<file path="src/eeprom_guard_pkg.sv">
// shared constants for the eeprom write-protect and status link
package eeprom_guard_pkg;
    // status register bit positions
    localparam int BUSY_BIT       = 0;
    localparam int LATCH_BIT      = 1;
    localparam int GUARD_LO_BIT   = 2;
    localparam int GUARD_HI_BIT   = 3;
    localparam int ARM_BIT        = 7;
    localparam logic [7:0] STATUS_RESET = 8'h00;
    localparam logic [7:0] ALL_ONES     = 8'hFF;
    localparam logic [7:0] KEEP_MASK    = 8'h8C;
    // opcodes, low nibble with don't-care bit 3 cleared
    localparam logic [7:0] OP_SET_LATCH   = 8'h06;
    localparam logic [7:0] OP_CLEAR_LATCH = 8'h04;
    localparam logic [7:0] OP_STATUS_RD   = 8'h05;
    localparam logic [7:0] OP_STATUS_WR   = 8'h01;
    localparam logic [7:0] OP_ARRAY_WR    = 8'h02;
    localparam logic [7:0] OP_MASK        = 8'hF7;
    // array guard boundaries
    localparam logic [10:0] QUARTER_BASE = 11'h600;
    localparam logic [10:0] HALF_BASE    = 11'h400;
    // internal write time in device clocks (40 MHz)
    localparam int WRITE_TIME_US  = 4000;
    localparam int CLOCK_MHZ      = 40;
    localparam int WRITE_CYCLES   = WRITE_TIME_US * CLOCK_MHZ;
    // host wait after a write before reading status
    localparam int SETTLE_TIME_MS = 5;
    localparam int SETTLE_CYCLES  = SETTLE_TIME_MS * 1000 * CLOCK_MHZ;
    // link clock half period in device clocks (divider)
    localparam int SCK_HALF       = 4;
    // apb register offsets of the host controller
    localparam logic [7:0] REG_CMD    = 8'h00;
    localparam logic [7:0] REG_DATA   = 8'h04;
    localparam logic [7:0] REG_STATUS = 8'h08;
    localparam logic [7:0] REG_PINS   = 8'h0C;
endpackage : eeprom_guard_pkg

</file>
<file path="src/eeprom_link_if.sv">
// serial link between eeprom device end and bus master end
`timescale 1ns/10ps
interface eeprom_link_if;
    logic select_n;
    logic sck;
    logic mosi;
    logic miso_out;
    logic miso_oe;
    logic hold_n;
    logic protect_n;
    modport device (input select_n, input sck, input mosi, input hold_n, input protect_n,
                    output miso_out, output miso_oe);
    modport host (output select_n, output sck, output mosi, output hold_n, output protect_n,
                  input miso_out, input miso_oe);
endinterface : eeprom_link_if

</file>
<file path="src/eeprom_guard_dev.sv">
// eeprom device end: status register, write latch, block and hardware protection
//
// The register offsets and the APB slave port were left to the implementer.
`timescale 1ns/10ps
// Function
// - protection needs low pin and armed bit
// - protection freezes guard and arm bits
// - hold suspends serial sequence, resumes after
// - master toggles hold only while clock low
// - hold tied high never pauses
// - status read-only when protected or latch clear
// - bit zero is active-high busy flag
// - busy accepts only status read
// - clear latch blocks every change
// - latch set only by command, cleared at reset
// - guard bits two and three, zero shipped
// - bits four to six not retained
// - bit seven arms; array never hardware-guarded
// - no arm clear while pin low
// - all bits read one while writing
// - master rereads status after busy clears
// - master may wait five ms instead
// - guard patterns select protected address ranges
// - guarded addresses read-only, others need latch
// - latch clears on disable or when a write starts
// - status write keeps only arm and guards
module eeprom_guard_dev #(
    parameter int WRITE_CYCLES = eeprom_guard_pkg::WRITE_CYCLES
) (
    // clock and reset
    input  wire logic        clock_in,
    input  wire logic        rst_b_in,
    // serial link
    eeprom_link_if.device    link,
    // array write port to the storage
    output logic             array_we_out,
    output logic [10:0]      array_addr_out,
    output logic [7:0]       array_data_out,
    // observed state
    output logic [7:0]       status_out,
    output logic             hw_protect_out
);
    typedef enum {IDLE, OPCODE, ADDR, DATA, STATUS_OUT, IGNORE} phase_type;

    logic [2:0]  sel_sync_reg, sck_sync_reg, mosi_sync_reg, hold_sync_reg, prot_sync_reg;
    logic        sel_n, sck_now, sck_prev_reg, mosi_now, hold_n, prot_n;
    logic        rise, fall;
    phase_type   phase_reg;
    logic [7:0]  shift_reg;
    logic [4:0]  bit_cnt_reg;
    logic [7:0]  opcode_reg;
    logic [15:0] addr_reg;
    logic        write_latch_reg;
    logic        hw_protect_arm_reg;
    logic        block_guard_lo_reg;
    logic        block_guard_hi_reg;
    logic [7:0]  pending_status_reg;
    logic        pending_status_reg_valid;
    logic        pending_array_reg;
    logic [10:0] pend_addr_reg;
    logic [7:0]  pend_data_reg;
    logic [31:0] busy_cnt_reg;
    logic        busy;
    logic        hw_protect;
    logic        guarded;
    logic [7:0]  status_now;
    logic [7:0]  out_shift_reg;
    logic        miso_reg, miso_oe_reg;
    logic        frame_end;

    ////////////////////////////////////////////////////////////////////////////
    // two-flop synchronisers for all link inputs; only stage 1 is read
    always_ff @(posedge clock_in) begin
        sel_sync_reg  <= {sel_sync_reg[1:0], link.select_n};
        sck_sync_reg  <= {sck_sync_reg[1:0], link.sck};
        mosi_sync_reg <= {mosi_sync_reg[1:0], link.mosi};
        hold_sync_reg <= {hold_sync_reg[1:0], link.hold_n};
        prot_sync_reg <= {prot_sync_reg[1:0], link.protect_n};
    end
    assign sel_n    = sel_sync_reg[1];
    assign sck_now  = sck_sync_reg[1];
    assign mosi_now = mosi_sync_reg[1];
    assign hold_n   = hold_sync_reg[1];
    assign prot_n   = prot_sync_reg[1];

    // edge detect on the synchronised clock
    always_ff @(posedge clock_in) begin
        if (!rst_b_in) begin
            sck_prev_reg <= 1'b0;
        end else begin
            sck_prev_reg <= sck_now;
        end
    end
    // clock edges are ignored while held; hold high never pauses
    assign rise = sck_now & ~sck_prev_reg & hold_n & ~sel_n;
    assign fall = ~sck_now & sck_prev_reg & hold_n & ~sel_n;

    ////////////////////////////////////////////////////////////////////////////
    // protection and status decode
    assign busy       = (busy_cnt_reg != 32'h0);
    assign hw_protect = ~prot_n & hw_protect_arm_reg;
    // status reads all ones while the internal write runs
    assign status_now = busy ? eeprom_guard_pkg::ALL_ONES :
                        {hw_protect_arm_reg, 3'b000, block_guard_hi_reg, block_guard_lo_reg,
                         write_latch_reg, 1'b0};
    // block guard ranges over the array address
    always_comb begin
        case ({block_guard_hi_reg, block_guard_lo_reg})
            2'b01:   guarded = (addr_reg[10:0] >= eeprom_guard_pkg::QUARTER_BASE);
            2'b10:   guarded = (addr_reg[10:0] >= eeprom_guard_pkg::HALF_BASE);
            2'b11:   guarded = 1'b1;
            default: guarded = 1'b0;
        endcase
    end
    assign frame_end = sel_n & (phase_reg != IDLE);

    ////////////////////////////////////////////////////////////////////////////
    // serial sequence: opcode, address, data, status shift-out
    always_ff @(posedge clock_in) begin
        if (!rst_b_in) begin
            phase_reg   <= IDLE;
            shift_reg   <= 8'h00;
            bit_cnt_reg <= 5'h00;
            opcode_reg  <= 8'h00;
            addr_reg    <= 16'h0000;
        end else if (sel_n) begin
            phase_reg   <= IDLE;
            bit_cnt_reg <= 5'h00;
        end else begin
            if (phase_reg == IDLE) begin
                phase_reg <= OPCODE;
            end
            if (rise) begin                                     // counter frozen in hold
                shift_reg   <= {shift_reg[6:0], mosi_now};
                bit_cnt_reg <= bit_cnt_reg + 5'h01;
                if ((phase_reg == OPCODE || phase_reg == IDLE) && bit_cnt_reg == 5'd7) begin
                    opcode_reg  <= {shift_reg[6:0], mosi_now} & eeprom_guard_pkg::OP_MASK;
                    bit_cnt_reg <= 5'h00;
                    if (busy && (({shift_reg[6:0], mosi_now} & eeprom_guard_pkg::OP_MASK)
                                 != eeprom_guard_pkg::OP_STATUS_RD)) begin
                        phase_reg <= IGNORE;
                    end else begin
                        case ({shift_reg[6:0], mosi_now} & eeprom_guard_pkg::OP_MASK)
                            eeprom_guard_pkg::OP_STATUS_RD: phase_reg <= STATUS_OUT;
                            eeprom_guard_pkg::OP_STATUS_WR: phase_reg <= DATA;
                            eeprom_guard_pkg::OP_ARRAY_WR:  phase_reg <= ADDR;
                            default:                        phase_reg <= IGNORE;
                        endcase
                    end
                end else if (phase_reg == ADDR && bit_cnt_reg == 5'd15) begin
                    addr_reg    <= {addr_reg[7:0], shift_reg[6:0], mosi_now};
                    bit_cnt_reg <= 5'h00;
                    phase_reg   <= DATA;
                end else if (phase_reg == ADDR && bit_cnt_reg == 5'd7) begin
                    addr_reg[7:0] <= {shift_reg[6:0], mosi_now};
                end else if (phase_reg == DATA && bit_cnt_reg == 5'd7) begin
                    bit_cnt_reg <= 5'h00;
                end
            end
        end
    end

    ////////////////////////////////////////////////////////////////////////////
    // capture status-write and array-write data at each completed data-phase byte
    always_ff @(posedge clock_in) begin
        if (!rst_b_in) begin
            pending_status_reg       <= 8'h00;
            pending_status_reg_valid <= 1'b0;
            pending_array_reg        <= 1'b0;
            pend_addr_reg            <= 11'h000;
            pend_data_reg            <= 8'h00;
        end else if (phase_reg == IDLE) begin
            pending_status_reg_valid <= 1'b0;
            pending_array_reg        <= 1'b0;
        end else if (rise && phase_reg == DATA && bit_cnt_reg == 5'd7) begin
            if (opcode_reg == eeprom_guard_pkg::OP_STATUS_WR) begin
                // only arm and guard bits kept
                pending_status_reg       <= {shift_reg[6:0], mosi_now} & eeprom_guard_pkg::KEEP_MASK;
                pending_status_reg_valid <= 1'b1;
            end else begin
                pend_addr_reg     <= addr_reg[10:0];
                pend_data_reg     <= {shift_reg[6:0], mosi_now};
                pending_array_reg <= 1'b1;
            end
        end
    end

    ////////////////////////////////////////////////////////////////////////////
    // write latch, guard and arm bits, internal write timer
    always_ff @(posedge clock_in) begin
        if (!rst_b_in) begin
            write_latch_reg    <= 1'b0;
            hw_protect_arm_reg <= 1'b0;
            block_guard_lo_reg <= 1'b0;
            block_guard_hi_reg <= 1'b0;
            busy_cnt_reg       <= 32'h0;
            array_we_out       <= 1'b0;
            array_addr_out     <= 11'h000;
            array_data_out     <= 8'h00;
        end else begin
            array_we_out <= 1'b0;
            if (busy) begin
                busy_cnt_reg <= busy_cnt_reg - 32'h1;
            end
            if (frame_end && !busy) begin
                if (opcode_reg == eeprom_guard_pkg::OP_SET_LATCH) begin
                    write_latch_reg <= 1'b1;
                end else if (opcode_reg == eeprom_guard_pkg::OP_CLEAR_LATCH) begin
                    write_latch_reg <= 1'b0;
                end else if (pending_status_reg_valid && write_latch_reg && !hw_protect) begin
                    block_guard_lo_reg <= pending_status_reg[eeprom_guard_pkg::GUARD_LO_BIT];
                    block_guard_hi_reg <= pending_status_reg[eeprom_guard_pkg::GUARD_HI_BIT];
                    // arm may drop only while the pin is high
                    if (prot_n || pending_status_reg[eeprom_guard_pkg::ARM_BIT]) begin
                        hw_protect_arm_reg <= pending_status_reg[eeprom_guard_pkg::ARM_BIT];
                    end
                    busy_cnt_reg    <= 32'(WRITE_CYCLES);
                    write_latch_reg <= 1'b0;
                end else if (pending_array_reg && write_latch_reg && !guarded) begin
                    array_we_out    <= 1'b1;
                    array_addr_out  <= pend_addr_reg;
                    array_data_out  <= pend_data_reg;
                    busy_cnt_reg    <= 32'(WRITE_CYCLES);
                    write_latch_reg <= 1'b0;
                end
            end
        end
    end

    ////////////////////////////////////////////////////////////////////////////
    // status shift-out on falling edges, tristate in hold or deselect
    always_ff @(posedge clock_in) begin
        if (!rst_b_in) begin
            out_shift_reg <= 8'h00;
            miso_reg      <= 1'b0;
            miso_oe_reg   <= 1'b0;
        end else begin
            miso_oe_reg <= (phase_reg == STATUS_OUT) & ~sel_n & hold_n;
            if (phase_reg != STATUS_OUT) begin
                out_shift_reg <= status_now;
                miso_reg      <= status_now[7];
            end else if (fall && bit_cnt_reg == 5'd0) begin
                // first fall after the opcode launches a fresh snapshot, msb first
                miso_reg      <= status_now[7];
                out_shift_reg <= {status_now[6:0], 1'b0};
            end else if (fall) begin
                miso_reg      <= out_shift_reg[7];
                out_shift_reg <= {out_shift_reg[6:0], 1'b0};
            end
        end
    end

    // registered observation outputs
    always_ff @(posedge clock_in) begin
        if (!rst_b_in) begin
            status_out     <= eeprom_guard_pkg::STATUS_RESET;
            hw_protect_out <= 1'b0;
        end else begin
            status_out     <= status_now;
            hw_protect_out <= hw_protect;
        end
    end

    assign link.miso_out = miso_reg;
    assign link.miso_oe  = miso_oe_reg;
endmodule : eeprom_guard_dev

</file>
<file path="src/flat_wrapper.sv">
// flat-port wrapper written by rule: the top's interface ports become plain ports
module eeprom_guard_dev_flat 
#(
    parameter int WRITE_CYCLES = eeprom_guard_pkg::WRITE_CYCLES
)
  (clock_in, rst_b_in, array_we_out, array_addr_out, array_data_out, status_out, hw_protect_out, link_select_n, link_sck, link_mosi, link_hold_n, link_protect_n, link_miso_out, link_miso_oe);
  eeprom_link_if link_i ();
  input  wire logic clock_in;
  input  wire logic rst_b_in;
  output logic array_we_out;
  output logic [10:0] array_addr_out;
  output logic [7:0] array_data_out;
  output logic [7:0] status_out;
  output logic hw_protect_out;
  input wire logic [$bits(link_i.select_n)-1:0] link_select_n;
  input wire logic [$bits(link_i.sck)-1:0] link_sck;
  input wire logic [$bits(link_i.mosi)-1:0] link_mosi;
  input wire logic [$bits(link_i.hold_n)-1:0] link_hold_n;
  input wire logic [$bits(link_i.protect_n)-1:0] link_protect_n;
  output wire logic [$bits(link_i.miso_out)-1:0] link_miso_out;
  output wire logic [$bits(link_i.miso_oe)-1:0] link_miso_oe;
  assign link_i.select_n = link_select_n;
  assign link_i.sck = link_sck;
  assign link_i.mosi = link_mosi;
  assign link_i.hold_n = link_hold_n;
  assign link_i.protect_n = link_protect_n;
  assign link_miso_out = link_i.miso_out;
  assign link_miso_oe = link_i.miso_oe;
  eeprom_guard_dev #(.WRITE_CYCLES(WRITE_CYCLES)) u_core (.clock_in(clock_in), .rst_b_in(rst_b_in), .link(link_i), .array_we_out(array_we_out), .array_addr_out(array_addr_out), .array_data_out(array_data_out), .status_out(status_out), .hw_protect_out(hw_protect_out));
endmodule
</file>
<file path="config.mk">
export PLATFORM = sky130hd
export DESIGN_NAME = eeprom_guard_dev_flat
export DESIGN_NICKNAME = d
export VERILOG_FILES = /design/src/eeprom_guard_pkg.sv /design/src/eeprom_link_if.sv /design/src/eeprom_guard_dev.sv /design/src/flat_wrapper.sv
export SDC_FILE = /design/constraint.sdc
export NUM_CORES = 1
export LEC_CHECK = 0
export BUFFER_PORTS_ARGS = -buffer_cell sky130_fd_sc_hd__buf_2
export CAP_MARGIN = 20
export CORE_ASPECT_RATIO = 1.25
export CORE_MARGIN = 5
export CORE_UTILIZATION = 35
export DETAILED_ROUTE_END_ITERATION = 7
export GPL_TIMING_DRIVEN = 0
export PLACE_DENSITY = 0.6
export SLEW_MARGIN = 25
export SYNTH_ARGS = -nofsm -noshare
export SYNTH_HDL_FRONTEND = slang
export SYNTH_SLANG_ARGS = --single-unit
</file>
<file path="constraint.sdc">
create_clock -name clock_in -period 6.7 [get_ports clock_in]
set_input_delay 1.34 -clock clock_in [delete_from_list [all_inputs] [get_ports clock_in]]
set_output_delay 1.34 -clock clock_in [all_outputs]
set_load 0.005 [all_outputs]
</file>
==> out/summary.txt <==
Result of the run -> complete, no violations
Sequential share of the synthesized area -> 49.1%
Power density over cell area -> 400 mW/mm^2
Top cell type by total area after synthesis -> dfxtp_1
Final count of negative-setup-slack endpoints -> 0
Total count of max-transition violations in the final report -> 0
Maxcap violations -> 0
Layout cells sized above 1 -> 13.4%
Die ar. -> 0.0226 mm^2
Cell area after placement -> 0.00741 mm^2
Core Rows -> 57
Routed wire length -> 17300 um
Worst skew pair latency -> 0.43 ns
Slew at the pin closest to its max-slew limit -> 0.841 ns
CTS H-tree depth -> 4
Initial DRT Pass Iterations -> 5
Post-detailed-route via-to-cell ratio -> 5.25
Kind of start point of the critical path -> flop
CP max stage delay -> 0.63 ns
Via count of the first global-routing pass -> 5389
Proportion of register bits with asynchronous set or reset after synthesis -> 0%
Chip Height -> 167 um
Post-Syn Nets -> 742
Post-Synthesis Cell Area -> 0.00690 mm^2
Power Internal -> 0.00203 W
Switching portion of total power -> 36.6%
Number of setup buffers added after CTS -> 0
Core ar. -> 0.0194 mm^2
Portion of total power attributed to combinational logic -> 31.5%
Residual DRC count -> 0
Number of nets with antenna violations after routing -> 0
Routed wirelength normalized by instance count -> 16.3 um
FF+latch count, synth -> 169
Worst Hold Margin -> 0.327 ns
Clock tree buffer depth -> 2
Setup TNS -> 0 ns
Critical-path cell list -> nor4_1, nand4_1, nor4b_1, buf_2, mux2i_1, nor2_1
Worst path buffer plus inverter count -> 1
Post-Syn Instances -> 730
Overflow after GRT -> 0
CTS Sinks -> 169
Final HPWL from detailed placement -> 12400 um
Top_reg_cell synth -> dfxtp_1
Net Sw Power -> 0.00117 W
Crit path time final -> 2.83 ns
Combined global-route utilization of all metal layers -> 15.6%
Largest clock skew in the final design -> 0.0103 ns
Total number of vias -> 5579
Unrepaired setup endpoints after global routing -> false
Lkg Pwr -> 2.96 nW
CP max FO -> 10
Share of the core filled with cells in the final layout -> 41.2%
Relative contribution of sequential cells to total power -> 38.1%
Number of buffers created by CTS -> 17
Wire length of the first global-routing pass -> 28100 um
Worst setup timing slack at the placement stage -> 3.58 ns
Data arrival at the endpoint of the critical path -> 3.13 ns
CP endpoint kind -> flop
WS Path Type -> flop to flop
Share of total power in the clock network -> 30.4%
Classification of the worst-slack hold path -> flop to flop
Width of the chip -> 136 um
Pin count of the biggest net entering global routing -> 17
Number of nets in the layout -> 797
Share of the synthesized area in the top cell type -> 49.1%
Count of distinct cell types in the synthesized netlist -> 65
Most instantiated library cell after synthesis -> dfxtp_1
Violation count after the first detailed-routing iteration -> 284
TritonCTS clock tree -> yes
Layout-stage area growth over the synthesis result -> 16.0%
Area contributors post-synth -> dfxtp_1 49%, mux2i_1 6.0%, a21oi_1 4.5%
Clock slew at the register clock pins of the worst setup and hold paths -> 0.07 ns
Worst slew margin relative to its limit -> 43.4%
Number of instances resized during post-cts repair -> 0
Final design area excluding fillers -> 0.00800 mm^2
Warnings, synthesis -> 0
Final Hold Viols -> 0
Total of hold buffers inserted after clock tree synthesis -> 0
Smallest setup slack after layout -> 3.87 ns
Top cells by instance count after synthesis -> 169 x dfxtp_1, 75 x nor2_1, 62 x a21oi_1, 42 x nand2_1, 41 x mux2i_1
Post-synthesis area per instance -> 9.45 um^2
Data required time at the worst endpoint -> 6.99 ns
Max frequency -> 353 MHz
Starting density of the core -> 35.6%
Final RePlAce weighted congestion -> 0.844
Number of antenna repair diodes -> 0
Buffers added on ports -> 36
Library cell contributing the largest single delay on the critical path -> nor4b_1
CTS Root Buffer Type -> clkbuf_16
Number of flops mapped to enable cells by yosys -> 0
Period utilisation layout -> 42.3%
Number of antenna violations at the first check in global routing -> 0
Peak VDD IR -> 0.180 mV
I/O Pins -> 38
Cell class contributing the biggest share of worst-path delay -> simple AND/OR/NAND/NOR gates
## power by group through the flow
stage,combinational (W),clock (W),sequential [W]
final,0.00101,0.000974,0.00122
after floorplan,0.000759,0,0.00121
after CTS,0.00101,0.000995,0.00122
after detailed placement,0.00100,0,0.00124
after global placement,0.000991,0,0.00124
after global routing,0.00111,0.00104,0.00124
## kinds of logic after synthesis
family / Yosys count / synth area share [%]
XOR/XNOR: 9 / 1.14
buffers and inverters: 62 / 4.25
adder cells (fa/ha/maj): 5 / 0.907
flip-flops: 169 / 49.1
multiplexers: 41 / 5.95
AO/OA/AOI/OAI: 154 / 14.5
AND/OR/NAND/NOR: 290 / 24.2
## final cells by class
type                            instances  area, um^2
Buffer                                 50         248
Fill cell                            1974       11400
Tap cell                              265         332
Multi-Input combinational cell        499        3230
Inverter                               12        45.0
Timing Repair Buffer                   36         180
Clock inverter                         13         134
Clock buffer                           19         453
Sequential cell                       169        3380
## final timing paths
check | slack (ns) | from | depth (start not counted) | to
worst max-delay path | 3.87 | u_core.phase_reg[4] | 6 | u_core.pend_data_reg[6]
worst min-delay path | 0.33 | u_core.sck_sync_reg[0] | 0 | u_core.sck_sync_reg[1]
worst max register to register | 3.87 | u_core.phase_reg[4] | 6 | u_core.pend_data_reg[6]
worst min register to register | 0.33 | u_core.sck_sync_reg[0] | 0 | u_core.sck_sync_reg[1]
## cell usage in the layout, fill, tap and decap left out, types with 31 or more instances in the layout
master / instances
and3_1: 33
dfxtp_1: 169
nand2_1: 42
nor2_1: 75
mux2i_1: 41
nand4_1: 31
o31ai_1: 35
a21oi_1: 62
buf_2: 42
clkbuf_1: 31
## stage by stage
stage / cells / power (W)
after global placement: 1031 / 0.00223
after detailed placement: 1031 / 0.00224
after global routing: 1063 / 0.00338
after CTS: 1063 / 0.00322
after floorplan: 730 / 0.00197
final: 1063 / 0.00320
## per-layer routing
layer	vias up	routed length [um]	track usage [%]
met5	-	0	0
met4	0	431	6.71
met3	28	564	3.29
met2	105	8560	26.2
met1	2633	7740	19.2
li1	2813	-	-
(Power assumes the default switching activity.)
